**config.mk**
```make
export PLATFORM = sky130hd
export DESIGN_NAME = dcis_status
export DESIGN_NICKNAME = d
export VERILOG_FILES = /design/src/hdl/dcis_flag_bank.v /design/src/hdl/dcis_chan_vec.v /design/src/hdl/dcis_status.v
export VERILOG_INCLUDE_DIRS = /design/src /design/src/hdl
export SDC_FILE = /design/constraint.sdc
export NUM_CORES = 1
export LEC_CHECK = 0
export ABC_AREA = 1
export BUFFER_PORTS_ARGS = -buffer_cell sky130_fd_sc_hd__buf_4
export CAP_MARGIN = 20
export CORE_UTILIZATION = 42
export CTS_CLUSTER_DIAMETER = 40
export DETAILED_ROUTE_END_ITERATION = 16
export GPL_TIMING_DRIVEN = 0
export PLACE_DENSITY_LB_ADDON = 0.08
export SETUP_SLACK_MARGIN = 0.02
export SLEW_MARGIN = 0
export SYNTH_ARGS = -nofsm -noshare
export SYNTH_HDL_FRONTEND = slang
export SYNTH_SLANG_ARGS = --single-unit
```
**constraint.sdc**
```tcl
create_clock -name core_clk -period 1.6 [get_ports core_clk]
set_input_delay 0.32 -clock core_clk [delete_from_list [all_inputs] [get_ports core_clk]]
set_output_delay 0.32 -clock core_clk [all_outputs]
set_load 0.03 [all_outputs]
```
**src/hdl/dcis_regs.vh**
```
// constants of the dma channel interrupt status block
// assumes a 32-bit apb slave with byte addresses
//
// Notes on behaviour
// - busy bit mirrors selected channel busy
// - fetch-fault bit mirrors selected channel fault
// - halt flag reads selected; write one clears
// - completion flag reads selected; write one clears
// - transfer fault flag reads selected; one clears
// - selected field holds lowest pending channel unless an id was written
// - selection valid only when a flag set
// - refresh on lower channel or clear
// - no pending interrupt reads field zero
// - writing field selects channel indirectly
// - summary bit set when channel pending
// - summary clears on disable or clear
// - active bit sets when transfer starts
// - active clears on done, error, disable
// - reserved bits read zero, write zero
// - waiting bit sets on pending, clears on start, error, disable
// - waiting bit mirrors selected channel waiting
`ifndef DCIS_REGS_VH
`define DCIS_REGS_VH
`define DCIS_OFS_VIEW      8'h20
`define DCIS_OFS_SUMMARY   8'h24
`define DCIS_OFS_BUSY      8'h28
`define DCIS_OFS_WAIT      8'h2C
`define DCIS_BIT_WAITING   15
`define DCIS_BIT_ACTIVE    14
`define DCIS_BIT_FETCH     13
`define DCIS_BIT_HALT      10
`define DCIS_BIT_CMPL      9
`define DCIS_BIT_XFERR     8
`define DCIS_ID_MSB        2
`define DCIS_RESET_VALUE   32'h00000000
`endif

```
**src/hdl/dcis_flag_bank.v**
```verilog
// per-channel sticky interrupt flags: halt, completion, transfer fault
// assumes single-cycle event pulses from the channel engines
`timescale 1ns/1ps
module dcis_flag_bank #(
	parameter NCH = 6
) (
	// clock and reset
	input  wire           core_clk,
	input  wire           nrst,
	// events
	input  wire [NCH-1:0] setEvt,
	// write-one-to-clear
	input  wire [NCH-1:0] clrReq,
	// state
	output reg  [NCH-1:0] flag_ff
);
	// set wins over clear so a same-cycle event is never lost
	always @(posedge core_clk or negedge nrst) begin
		if (!nrst) begin
			flag_ff <= {NCH{1'b0}};
		end else begin
			flag_ff <= (flag_ff & ~clrReq) | setEvt;
		end
	end
endmodule // dcis_flag_bank

```
**src/hdl/dcis_chan_vec.v**
```verilog
// per-channel set/clear status vector (active or waiting)
// assumes single-cycle set and clear pulses
`timescale 1ns/1ps
module dcis_chan_vec #(
	parameter NCH = 6
) (
	// clock and reset
	input  wire           core_clk,
	input  wire           nrst,
	// controls
	input  wire [NCH-1:0] setEvt,
	input  wire [NCH-1:0] clrEvt,
	// state
	output reg  [NCH-1:0] vec_ff
);
	always @(posedge core_clk or negedge nrst) begin
		if (!nrst) begin
			vec_ff <= {NCH{1'b0}};
		end else begin
			vec_ff <= (vec_ff & ~clrEvt) | setEvt;
		end
	end
endmodule // dcis_chan_vec

```
**src/hdl/dcis_status.v**
```verilog
// status and interrupt reporting of a six-channel dma controller
// assumes apb master on core_clk; channel events are one-cycle pulses
//
// Decided for this implementation: the APB slave port.
`timescale 1ns/1ps
`include "dcis_regs.vh"
module dcis_status #(
	parameter NCH = 6
) (
	// clock and reset
	input  wire           core_clk,
	input  wire           nrst,
	// apb slave
	input  wire           psel,
	input  wire           penable,
	input  wire           pwrite,
	input  wire [7:0]     paddr,
	input  wire [31:0]    pwdata,
	output reg  [31:0]    prdata,
	output reg            pready,
	output reg            pslverr,
	// channel engine events
	input  wire [NCH-1:0] xferStart,
	input  wire [NCH-1:0] trigDone,
	input  wire [NCH-1:0] busErr,
	input  wire [NCH-1:0] chanDisable,
	input  wire [NCH-1:0] xferPending,
	input  wire [NCH-1:0] trigStart,
	input  wire [NCH-1:0] fetchFault,
	input  wire [NCH-1:0] haltEvt,
	input  wire [NCH-1:0] cmplEvt,
	input  wire [NCH-1:0] xferErrEvt,
	input  wire [NCH-1:0] irqEnable,
	// interrupt request
	output reg            irqOut
);
	// per-channel state; fetch fault is held here, the rest in the sub-blocks
	wire [NCH-1:0] haltFlag;
	wire [NCH-1:0] cmplFlag;
	wire [NCH-1:0] xferErrFlag;
	wire [NCH-1:0] activeVec;
	wire [NCH-1:0] waitVec;
	reg  [NCH-1:0] fetchFlag_ff;
	reg  [NCH-1:0] nxt_fetchFlag;

	// channel selection
	reg  [2:0]     selId_ff;
	reg  [2:0]     nxt_selId;
	wire [NCH-1:0] flagVec;
	wire           anyFlag;
	wire [2:0]     lowestId;
	wire           heldFlagged;
	wire           lowerArrived;

	// write-one-to-clear strobes
	reg  [NCH-1:0] clrHalt;
	reg  [NCH-1:0] clrCmpl;
	reg  [NCH-1:0] clrXferErr;

	// address decode and bus phases
	wire           hitView;
	wire           hitSummary;
	wire           hitBusy;
	wire           hitWait;
	wire           hitAny;
	wire           setupPh;
	wire           rdSetup;
	wire           wrAcc;
	wire           wrView;

	// selected-channel view bits
	reg            selWaiting;
	reg            selActive;
	reg            selFetch;
	reg            selHalt;
	reg            selCmpl;
	reg            selXferErr;

	// register words and output next values
	wire [NCH-1:0] summary;
	reg  [31:0]    viewWord;
	reg  [31:0]    summaryWord;
	reg  [31:0]    busyWord;
	reg  [31:0]    waitWord;
	reg  [31:0]    nxt_prdata;
	reg            nxt_pready;
	reg            nxt_pslverr;
	reg            nxt_irqOut;

	// lowest set bit; zero when none
	function [2:0] lowestSet;
		input [NCH-1:0] v;
		integer i;
		begin
			lowestSet = 3'h0;
			for (i = NCH - 1; i >= 0; i = i - 1) begin
				if (v[i]) begin
					lowestSet = i[2:0];
				end
			end
		end
	endfunction

	// bit of the selected channel; ids past the last channel read zero
	function pick;
		input [NCH-1:0] v;
		input [2:0]     id;
		begin
			pick = (id < NCH) ? v[id] : 1'b0;
		end
	endfunction

	// true when the bus address names the given register word
	function hitOfs;
		input [7:0] addr;
		input [7:0] ofs;
		begin
			hitOfs = (addr == ofs);
		end
	endfunction

	// channel vector in the low bits; reserved bits stay zero
	function [31:0] chanWord;
		input [NCH-1:0] v;
		begin
			chanWord = `DCIS_RESET_VALUE;
			chanWord[NCH-1:0] = v;
		end
	endfunction

	// data is captured in setup, writes land in the access cycle
	assign setupPh = psel & ~penable;
	assign rdSetup = setupPh & ~pwrite;
	assign wrAcc   = psel & penable & pwrite & pready;

	assign hitView    = hitOfs(paddr, `DCIS_OFS_VIEW);
	assign hitSummary = hitOfs(paddr, `DCIS_OFS_SUMMARY);
	assign hitBusy    = hitOfs(paddr, `DCIS_OFS_BUSY);
	assign hitWait    = hitOfs(paddr, `DCIS_OFS_WAIT);
	assign hitAny     = hitView | hitSummary | hitBusy | hitWait;
	assign wrView     = wrAcc & hitView;

	assign flagVec      = haltFlag | cmplFlag | xferErrFlag;
	assign anyFlag      = |flagVec;
	assign lowestId     = lowestSet(flagVec);
	assign heldFlagged  = pick(flagVec, selId_ff);
	assign lowerArrived = (lowestId < selId_ff);
	assign summary      = flagVec & irqEnable;

	// w1c decode to the selected channel only
	always @* begin
		clrHalt    = {NCH{1'b0}};
		clrCmpl    = {NCH{1'b0}};
		clrXferErr = {NCH{1'b0}};
		if (wrView && selId_ff < NCH) begin
			clrHalt[selId_ff]    = pwdata[`DCIS_BIT_HALT];
			clrCmpl[selId_ff]    = pwdata[`DCIS_BIT_CMPL];
			clrXferErr[selId_ff] = pwdata[`DCIS_BIT_XFERR];
		end
	end

	// halt, completion and transfer fault flags
	dcis_flag_bank #(.NCH(NCH)) uHalt (
		.core_clk (core_clk),
		.nrst     (nrst),
		.setEvt   (haltEvt),
		.clrReq   (clrHalt),
		.flag_ff  (haltFlag)
	);
	dcis_flag_bank #(.NCH(NCH)) uCmpl (
		.core_clk (core_clk),
		.nrst     (nrst),
		.setEvt   (cmplEvt),
		.clrReq   (clrCmpl),
		.flag_ff  (cmplFlag)
	);
	dcis_flag_bank #(.NCH(NCH)) uXferErr (
		.core_clk (core_clk),
		.nrst     (nrst),
		.setEvt   (xferErrEvt),
		.clrReq   (clrXferErr),
		.flag_ff  (xferErrFlag)
	);

	// active and waiting vectors
	dcis_chan_vec #(.NCH(NCH)) uActive (
		.core_clk (core_clk),
		.nrst     (nrst),
		.setEvt   (xferStart),
		.clrEvt   (trigDone | busErr | chanDisable),
		.vec_ff   (activeVec)
	);
	dcis_chan_vec #(.NCH(NCH)) uWait (
		.core_clk (core_clk),
		.nrst     (nrst),
		.setEvt   (xferPending),
		.clrEvt   (trigStart | busErr | chanDisable),
		.vec_ff   (waitVec)
	);

	// fetch fault is sticky until the channel is disabled
	always @* begin
		nxt_fetchFlag = fetchFault
			| (fetchFlag_ff & ~chanDisable);
	end

	always @(posedge core_clk or negedge nrst) begin
		if (!nrst) begin
			fetchFlag_ff <= {NCH{1'b0}};
		end else begin
			fetchFlag_ff <= nxt_fetchFlag;
		end
	end

	// a written id lasts only while it stays flagged and no lower channel is flagged
	always @* begin
		nxt_selId = selId_ff;
		if (wrView) begin
			nxt_selId = pwdata[`DCIS_ID_MSB:0];
		end else if (!anyFlag) begin
			nxt_selId = 3'h0;
		end else if (lowerArrived || !heldFlagged) begin
			nxt_selId = lowestId;
		end
	end

	always @(posedge core_clk or negedge nrst) begin
		if (!nrst) begin
			selId_ff <= 3'h0;
		end else begin
			selId_ff <= nxt_selId;
		end
	end

	// flags of the selected channel
	always @* begin
		selWaiting = pick(waitVec, selId_ff);
		selActive  = pick(activeVec, selId_ff);
		selFetch   = pick(fetchFlag_ff, selId_ff);
		selHalt    = pick(haltFlag, selId_ff);
		selCmpl    = pick(cmplFlag, selId_ff);
		selXferErr = pick(xferErrFlag, selId_ff);
	end

	// view word; bits 12:11 and 7:3 are reserved and stay zero
	always @* begin
		viewWord = `DCIS_RESET_VALUE;
		viewWord[`DCIS_BIT_WAITING] = selWaiting;
		viewWord[`DCIS_BIT_ACTIVE]  = selActive;
		viewWord[`DCIS_BIT_FETCH]   = selFetch;
		viewWord[`DCIS_BIT_HALT]    = selHalt;
		viewWord[`DCIS_BIT_CMPL]    = selCmpl;
		viewWord[`DCIS_BIT_XFERR]   = selXferErr;
		viewWord[`DCIS_ID_MSB:0]    = selId_ff;
	end

	always @* begin
		summaryWord = chanWord(summary);
		busyWord    = chanWord(activeVec);
		waitWord    = chanWord(waitVec);
	end

	// read mux; an unmapped address reads zero with a slave error
	always @* begin
		nxt_prdata = `DCIS_RESET_VALUE;
		if (hitView) begin
			nxt_prdata = viewWord;
		end else if (hitSummary) begin
			nxt_prdata = summaryWord;
		end else if (hitBusy) begin
			nxt_prdata = busyWord;
		end else if (hitWait) begin
			nxt_prdata = waitWord;
		end
		nxt_pslverr = ~hitAny;
	end

	// ready one cycle after setup: exactly one access cycle
	always @* begin
		nxt_pready = setupPh;
		nxt_irqOut = |summary;
	end

	always @(posedge core_clk or negedge nrst) begin
		if (!nrst) begin
			prdata  <= `DCIS_RESET_VALUE;
			pready  <= 1'b0;
			pslverr <= 1'b0;
		end else begin
			pready  <= nxt_pready;
			pslverr <= setupPh & nxt_pslverr;
			if (rdSetup) begin
				prdata <= nxt_prdata;
			end
		end
	end

	// kept apart from the bus registers; one cycle behind the flags
	always @(posedge core_clk or negedge nrst) begin
		if (!nrst) begin
			irqOut <= 1'b0;
		end else begin
			irqOut <= nxt_irqOut;
		end
	end
endmodule // dcis_status

```
# ---- Word-level counts from Yosys, hierarchy flattened
# Cells that the tools add are included.
dict set report word_totals {
  register_bits 74
  wordCells 106
}
dict set report classes {
  order_cmp 4
  n_eq_ne 5
  muxes 39
  bitwise_logic 41
  n_reduce_logical 6
}
# operator n
set ops {}
lappend ops {{bitwise OR 6 bit} 12}
lappend ops {{bitwise AND 6 bit} 10}
lappend ops {{two-way mux 6 bit} 6}
lappend ops {{NOT 6 bit} 6}
lappend ops {{== test 8 x 6 -> 1 bit, second input constant} 4}
lappend ops {{two-way mux 3 bit} 9}
lappend ops {{binary-select mux 1 bit (select 3 bit)} 7}
lappend ops {{two-way mux 16 bit} 1}
lappend ops {{two-way mux 1 bit} 15}
lappend ops {{OR reduction 6 bit} 2}
lappend ops {{bitwise AND 1 bit} 7}
lappend ops {{< comparator 3 x 4 -> 1 bit, second input constant} 1}
lappend ops {{demux 1 bit (select 3 bit)} 1}
lappend ops {{greater-or-equal comparator 3 x 1 -> 1 bit, second input constant} 1}
lappend ops {{< comparator 3 bit} 1}
lappend ops {{< comparator 3 bit, second input constant} 1}
lappend ops {{inequality test 3 x 1 -> 1 bit, second input constant} 1}
lappend ops {{NOT 1 bit} 3}
lappend ops {{bitwise OR 1 bit} 3}
lappend ops {{logical AND 1 bit} 2}
lappend ops {{logical NOT 1 bit} 1}
lappend ops {{logical OR 1 bit} 1}

# ---- Depth between registers and ports, before layout
dict set report depth {
  depth_word 13
  mapped_depth 14
}

# ---- Cells and area by module
# From an unflattened synthesis, not the netlist that was laid out.
dict set report unflattened {
  hier_cells 472
  area_unflattened_um2 3190.6
}
# mod cells_each seq_area_each_um2 area_each_um2 instances
set modules_own_cells {}
lappend modules_own_cells {dcis_status 322 600.6 1989.4 1}
lappend modules_own_cells {dcis_flag_bank 30 150.1 240.2 3}
lappend modules_own_cells {dcis_chan_vec 30 150.1 240.2 2}

# ---- Worst setup path after synthesis
# No wires, ideal clock.
dict set report synth_path {
  path_type {register to register}
  start {register uXferErr.flag_ff[3]}
  end {register selId_ff[0], in the netlist pick.id[0]}
  n_path_buf 0
  setup_slack_ns -0.079
  arrival_time_ns 1.614
  required_ns 1.535
  path_stages_with_launch 12
  synth_period_minus_slack_ns 1.679
  setup_ns 0.065
  cell_sequence {dfrtp_1 > inv_1 > nand3_1 > inv_1 > nand2_1 > nor3_1 > ha_1 > a21oi_1 > nand2_1 > nand2_1 > nand2_1 > nand2_1}
}
dict set report synth_between {
  elab_chain_cells 8
  word_cells_on_any_way 16
}
# item line
set synth_lines {}
lappend synth_lines {{from (decl)} dcis_flag_bank.v:15} ;# output reg [NCH-1:0] flag_ff
lappend synth_lines {{from (signal assigned)} dcis_flag_bank.v:20} ;# flag_ff <= {NCH{1'b0}};
lappend synth_lines {{from (signal assigned)} dcis_flag_bank.v:22} ;# flag_ff <= (flag_ff & ~clrReq) | setEvt;
lappend synth_lines {{bitwise OR 6 bit *} dcis_status.v:143} ;# assign flagVec = haltFlag | cmplFlag | xferErrFlag;
lappend synth_lines {{two-way mux 3 bit (4 in series)} dcis_status.v:97} ;# if (v[i]) begin
lappend synth_lines {{< comparator 3 bit or two-way mux 3 bit (tied branches)} {dcis_status.v:147, dcis_status.v:222}}
lappend synth_lines {{logical OR 1 bit or two-way mux 3 bit (tied branches)} {dcis_status.v:222, dcis_status.v:220}}
lappend synth_lines {{inequality test 3 x 1 -> 1 bit (no source line) or two-way mux 3 bit (tied branches)} --}
lappend synth_lines {{to (signal assigned)} dcis_status.v:231} ;# selId_ff <= nxt_selId;
lappend synth_lines {{to (decl)} dcis_status.v:47} ;# reg [2:0] selId_ff;
# Every way passes the cells marked *; elsewhere a longest branch is shown, timed or not. The select of a mux whose other input is x is not followed.
# A chain may end at the register's enable or synchronous reset.

# ---- Worst setup path in the final report
dict set report layout_path {
  start {register uXferErr.flag_ff[4]}
  end {register selId_ff[2], in the netlist pick.id[2]}
}
dict set report layout_between {
  elab_chain_cells 9
  word_cells_on_any_way 17
}
# item line
set layout_lines {}
lappend layout_lines {{bitwise OR 6 bit *} dcis_status.v:143}
lappend layout_lines {{two-way mux 3 bit (5 in series)} dcis_status.v:97}
lappend layout_lines {{< comparator 3 bit or two-way mux 3 bit (tied branches)} {dcis_status.v:147, dcis_status.v:222}}
lappend layout_lines {{logical OR 1 bit or two-way mux 3 bit (tied branches)} {dcis_status.v:222, dcis_status.v:220}}
lappend layout_lines {{inequality test 3 x 1 -> 1 bit (no source line) or two-way mux 3 bit (tied branches)} --}
# Marked as above.

==> run metrics <==
result of the run=finished, violations left; violated checks=negative setup slack; number of placed I/O pins=146; H-tree depth reported by CTS=2; sort of element at the start of the critical path=register; maximum fanout encountered on the critical timing path=2; core area=0.00691 mm2; effective utilization at floorplan=0.441; average cell area after synthesis=7.59 um2; Iteration-0 DRC Markers=183; wire length of the first global-routing pass=13100 um; floorplan die width=87.2 um; Final Net Count=672; Final Hold Violating Endpoints=0; Synth Instances=402; path category of the worst min-delay check=in2async; most instantiated cells after synthesis=nand2_1, inv_1, dfrtp_1, nand3_1, buf_4; unrepaired setup endpoints after global routing=yes; Antenna diodes=0; fraction of the yosys area taken by sequential cells=0.443; total number of vias=3220; cell type with the largest total area after synthesis=dfrtp_1; number of buffers added on ports=99; dpl cell area=0.00400 mm2; Distinct cells, synth=29; TritonCTS clock tree=yes; number of synthesized flops with an enable pin=0; count leader, synth=nand2_1; number of antenna violations at the first check in global routing=0; number of placement rows=30; fmax=570 MHz; Worst Setup Path Type=reg2reg; total routed wirelength=8760 um; worst endpoint data arrival time=1.97 ns; warning count from the yosys run=0; Sinks on Clock Net=54; Period minus WS final=1.75 ns; number of nets still failing antenna checks after routing=0; post-placement setup slack=-0.379 ns; Clock Path Buffers=2; Die Span Y=87.2 um; static leakage=2.55 nW; crit path setup slack, layout=-0.154 ns; VDD IR max=0.320 mV; Crit path required time=1.81 ns; GRT Residual Overflow=0; portion of synthesized cell area occupied by the leading cell type=0.443; ratio of cells with drive above 1 in the final layout=0.409; root cell of the clock tree=clkbuf_8; count of state elements after synthesis=54; Inserted Clock Buffers=5; Vias per Instance=4.91; maximum number of pins on one net before global-route repair=55; area added between synthesis and finish=49.5%; slew at the pin closest to its max-slew limit=0.672 ns; final routed DRC violation total=0; top cells by area, synth=dfrtp_1, nand2_1, inv_1, nand3_1, buf_4; total power divided by cell area=601 mW/mm2; DIE AREA=0.00760 mm2; clock slew at reported path FFs=0.10 ns; ys async rst share=1.00; Post-synth top flop=dfrtp_1; max_slew headroom=0.552; latest clock arrival within the worst-skew pair=0.31 ns; post-route clock period utilization=1.10; DP HPWL=6150 um; number of violations of the max-capacitance limit=0; placer congestion estimate=0.918; vias in the first global route=2842; wire per inst=13.4 um; clk_skew=0.0144 ns; Setup TNS Final=-0.445 ns; aggregate global-route resource usage=0.225; total setup violations reported at the end of the flow=3; Initial DRT Pass Iterations=5; fin. max-slew vios=0; category of the worst setup path capture point=register; Synth Cell Area=0.00305 mm2; post-route cell area=0.00456 mm2
metrics by stage:
stage | instances | power, mW | utilization | hold slack [ns]
2_1_floorplan | 421 | 1.67 | - | 0.0244
3_3_place_gp | 616 | 1.91 | 0.579 | 0.403
3_5_place_dp | 616 | 1.92 | 0.579 | 0.406
4_1_cts | 639 | 2.74 | 0.619 | 0.0620
5_1_grt | 656 | 2.87 | 0.660 | 0.0937
6_report | 656 | 2.74 | 0.660 | 0.0370
where the power goes:
part | internal [mW] | switching, mW | total [mW] | leakage (nW)
Combinational | 0.232 | 0.268 | 0.500 | 1.90
Clock | 0.357 | 0.469 | 0.826 | 0.0478
Sequential | 1.40 | 0.0139 | 1.41 | 0.600
worst paths after layout:
| kind | from | cells after the start | slack [ns] | to |
|---|---|---|---|---|
| setup / recovery | uXferErr.flag_ff[4] | 14 | -0.15 | pick.id[2] |
| hold / removal | nrst | 1 | 0.04 | uWait.vec_ff[1] |
| setup reg to reg | uXferErr.flag_ff[4] | 14 | -0.15 | pick.id[2] |
| hold reg to reg | uXferErr.flag_ff[5] | 2 | 0.49 | uXferErr.flag_ff[5] |
| max in group asynchronous | nrst | 1 | 1.09 | pick.id[1] |
| min in group core_clk | trigStart[2] | 2 | 0.15 | uWait.vec_ff[2] |
layer usage:
layer | routed length, um | share of wire | track usage | up-vias
li1 | - | - | - | 1563
met1 | 3720 | 0.42 | 0.299 | 1470
met2 | 4200 | 0.48 | 0.383 | 162
met3 | 632 | 0.072 | 0.0322 | 25
met4 | 205 | 0.023 | 0.0641 | 0
met5 | 0 | 0 | 0 | -
state kept, by name, summed over array words and instances, names as in the netlist:
name and count:
pick.id 3, pslverr 1, fetchFlag_ff 6, uCmpl.flag_ff 6
prdata 12, uWait.vec_ff 6, irqOut 1, pready 1
uActive.vec_ff 6, uHalt.flag_ff 6, uXferErr.flag_ff 6
layout make-up:
cell class              instances  area, um2
inverters                      89        334
clock buffers                   6       82.6
multi-input cells             255       1480
well taps                      96        120
plain buffers                  23        173
repair buffers                131       1000
flip-flops and latches         54       1350
fillers                       615       2350
clock inverters                 2       16.3
kinds of logic after synthesis:
logic type | Yosys count | synth area share
simple gates | 168 | 0.241
flops | 54 | 0.443
fa+ha+maj | 2 | 0.00821
compound gates | 65 | 0.141
buf+inv | 112 | 0.165
other cells | 1 | 0.00123
placed cells by master, fill, tap and decap left out, types with 2 or more instances in the layout:
master,synthesis,routed
buf_4,20,146
nand2_1,101,90
inv_1,85,66
dfrtp_1,54,52
inv_2,4,23
nand3_1,35,21
conb_1,1,20
o22ai_1,19,19
o21ai_0,14,14
nand3_2,0,10
nand2_2,1,9
o31ai_1,8,8
nor2_1,11,7
nor3_1,8,7
buf_6,1,6
o21bai_1,6,6
o211ai_1,6,6
clkbuf_8,0,6
nand3_4,0,4
nor2_4,1,4
or2_2,4,4
o41ai_1,4,4
a21oi_1,6,4
nand2_4,0,3
nor3_4,1,2
nand4_1,2,2
a21oi_4,1,2
nor4_1,3,2
dfrtp_2,0,2
worst max-delay path, stage by stage, from the launching register on:
cell and delay (ns):
dfrtp_1 0.41, inv_2 0.07, nand2_2 0.06, nor2_4 0.13, inv_2 0.06, nor2_4 0.13
nor3_4 0.07, buf_4 0.13, buf_4 0.12, buf_4 0.12, buf_4 0.12, nand2_1 0.07
nand2_1 0.07, nand2_2 0.06, nand2_1 0.05
what timing repair did:
item,CTS,global route
hold buffers,0,0
setup endpoints to repair,14,32
buffers inserted,15,16
pin swaps,7,21
resized for setup,22,47
gates cloned,0,1
No activity file was read; power rests on OpenSTA's default activity.
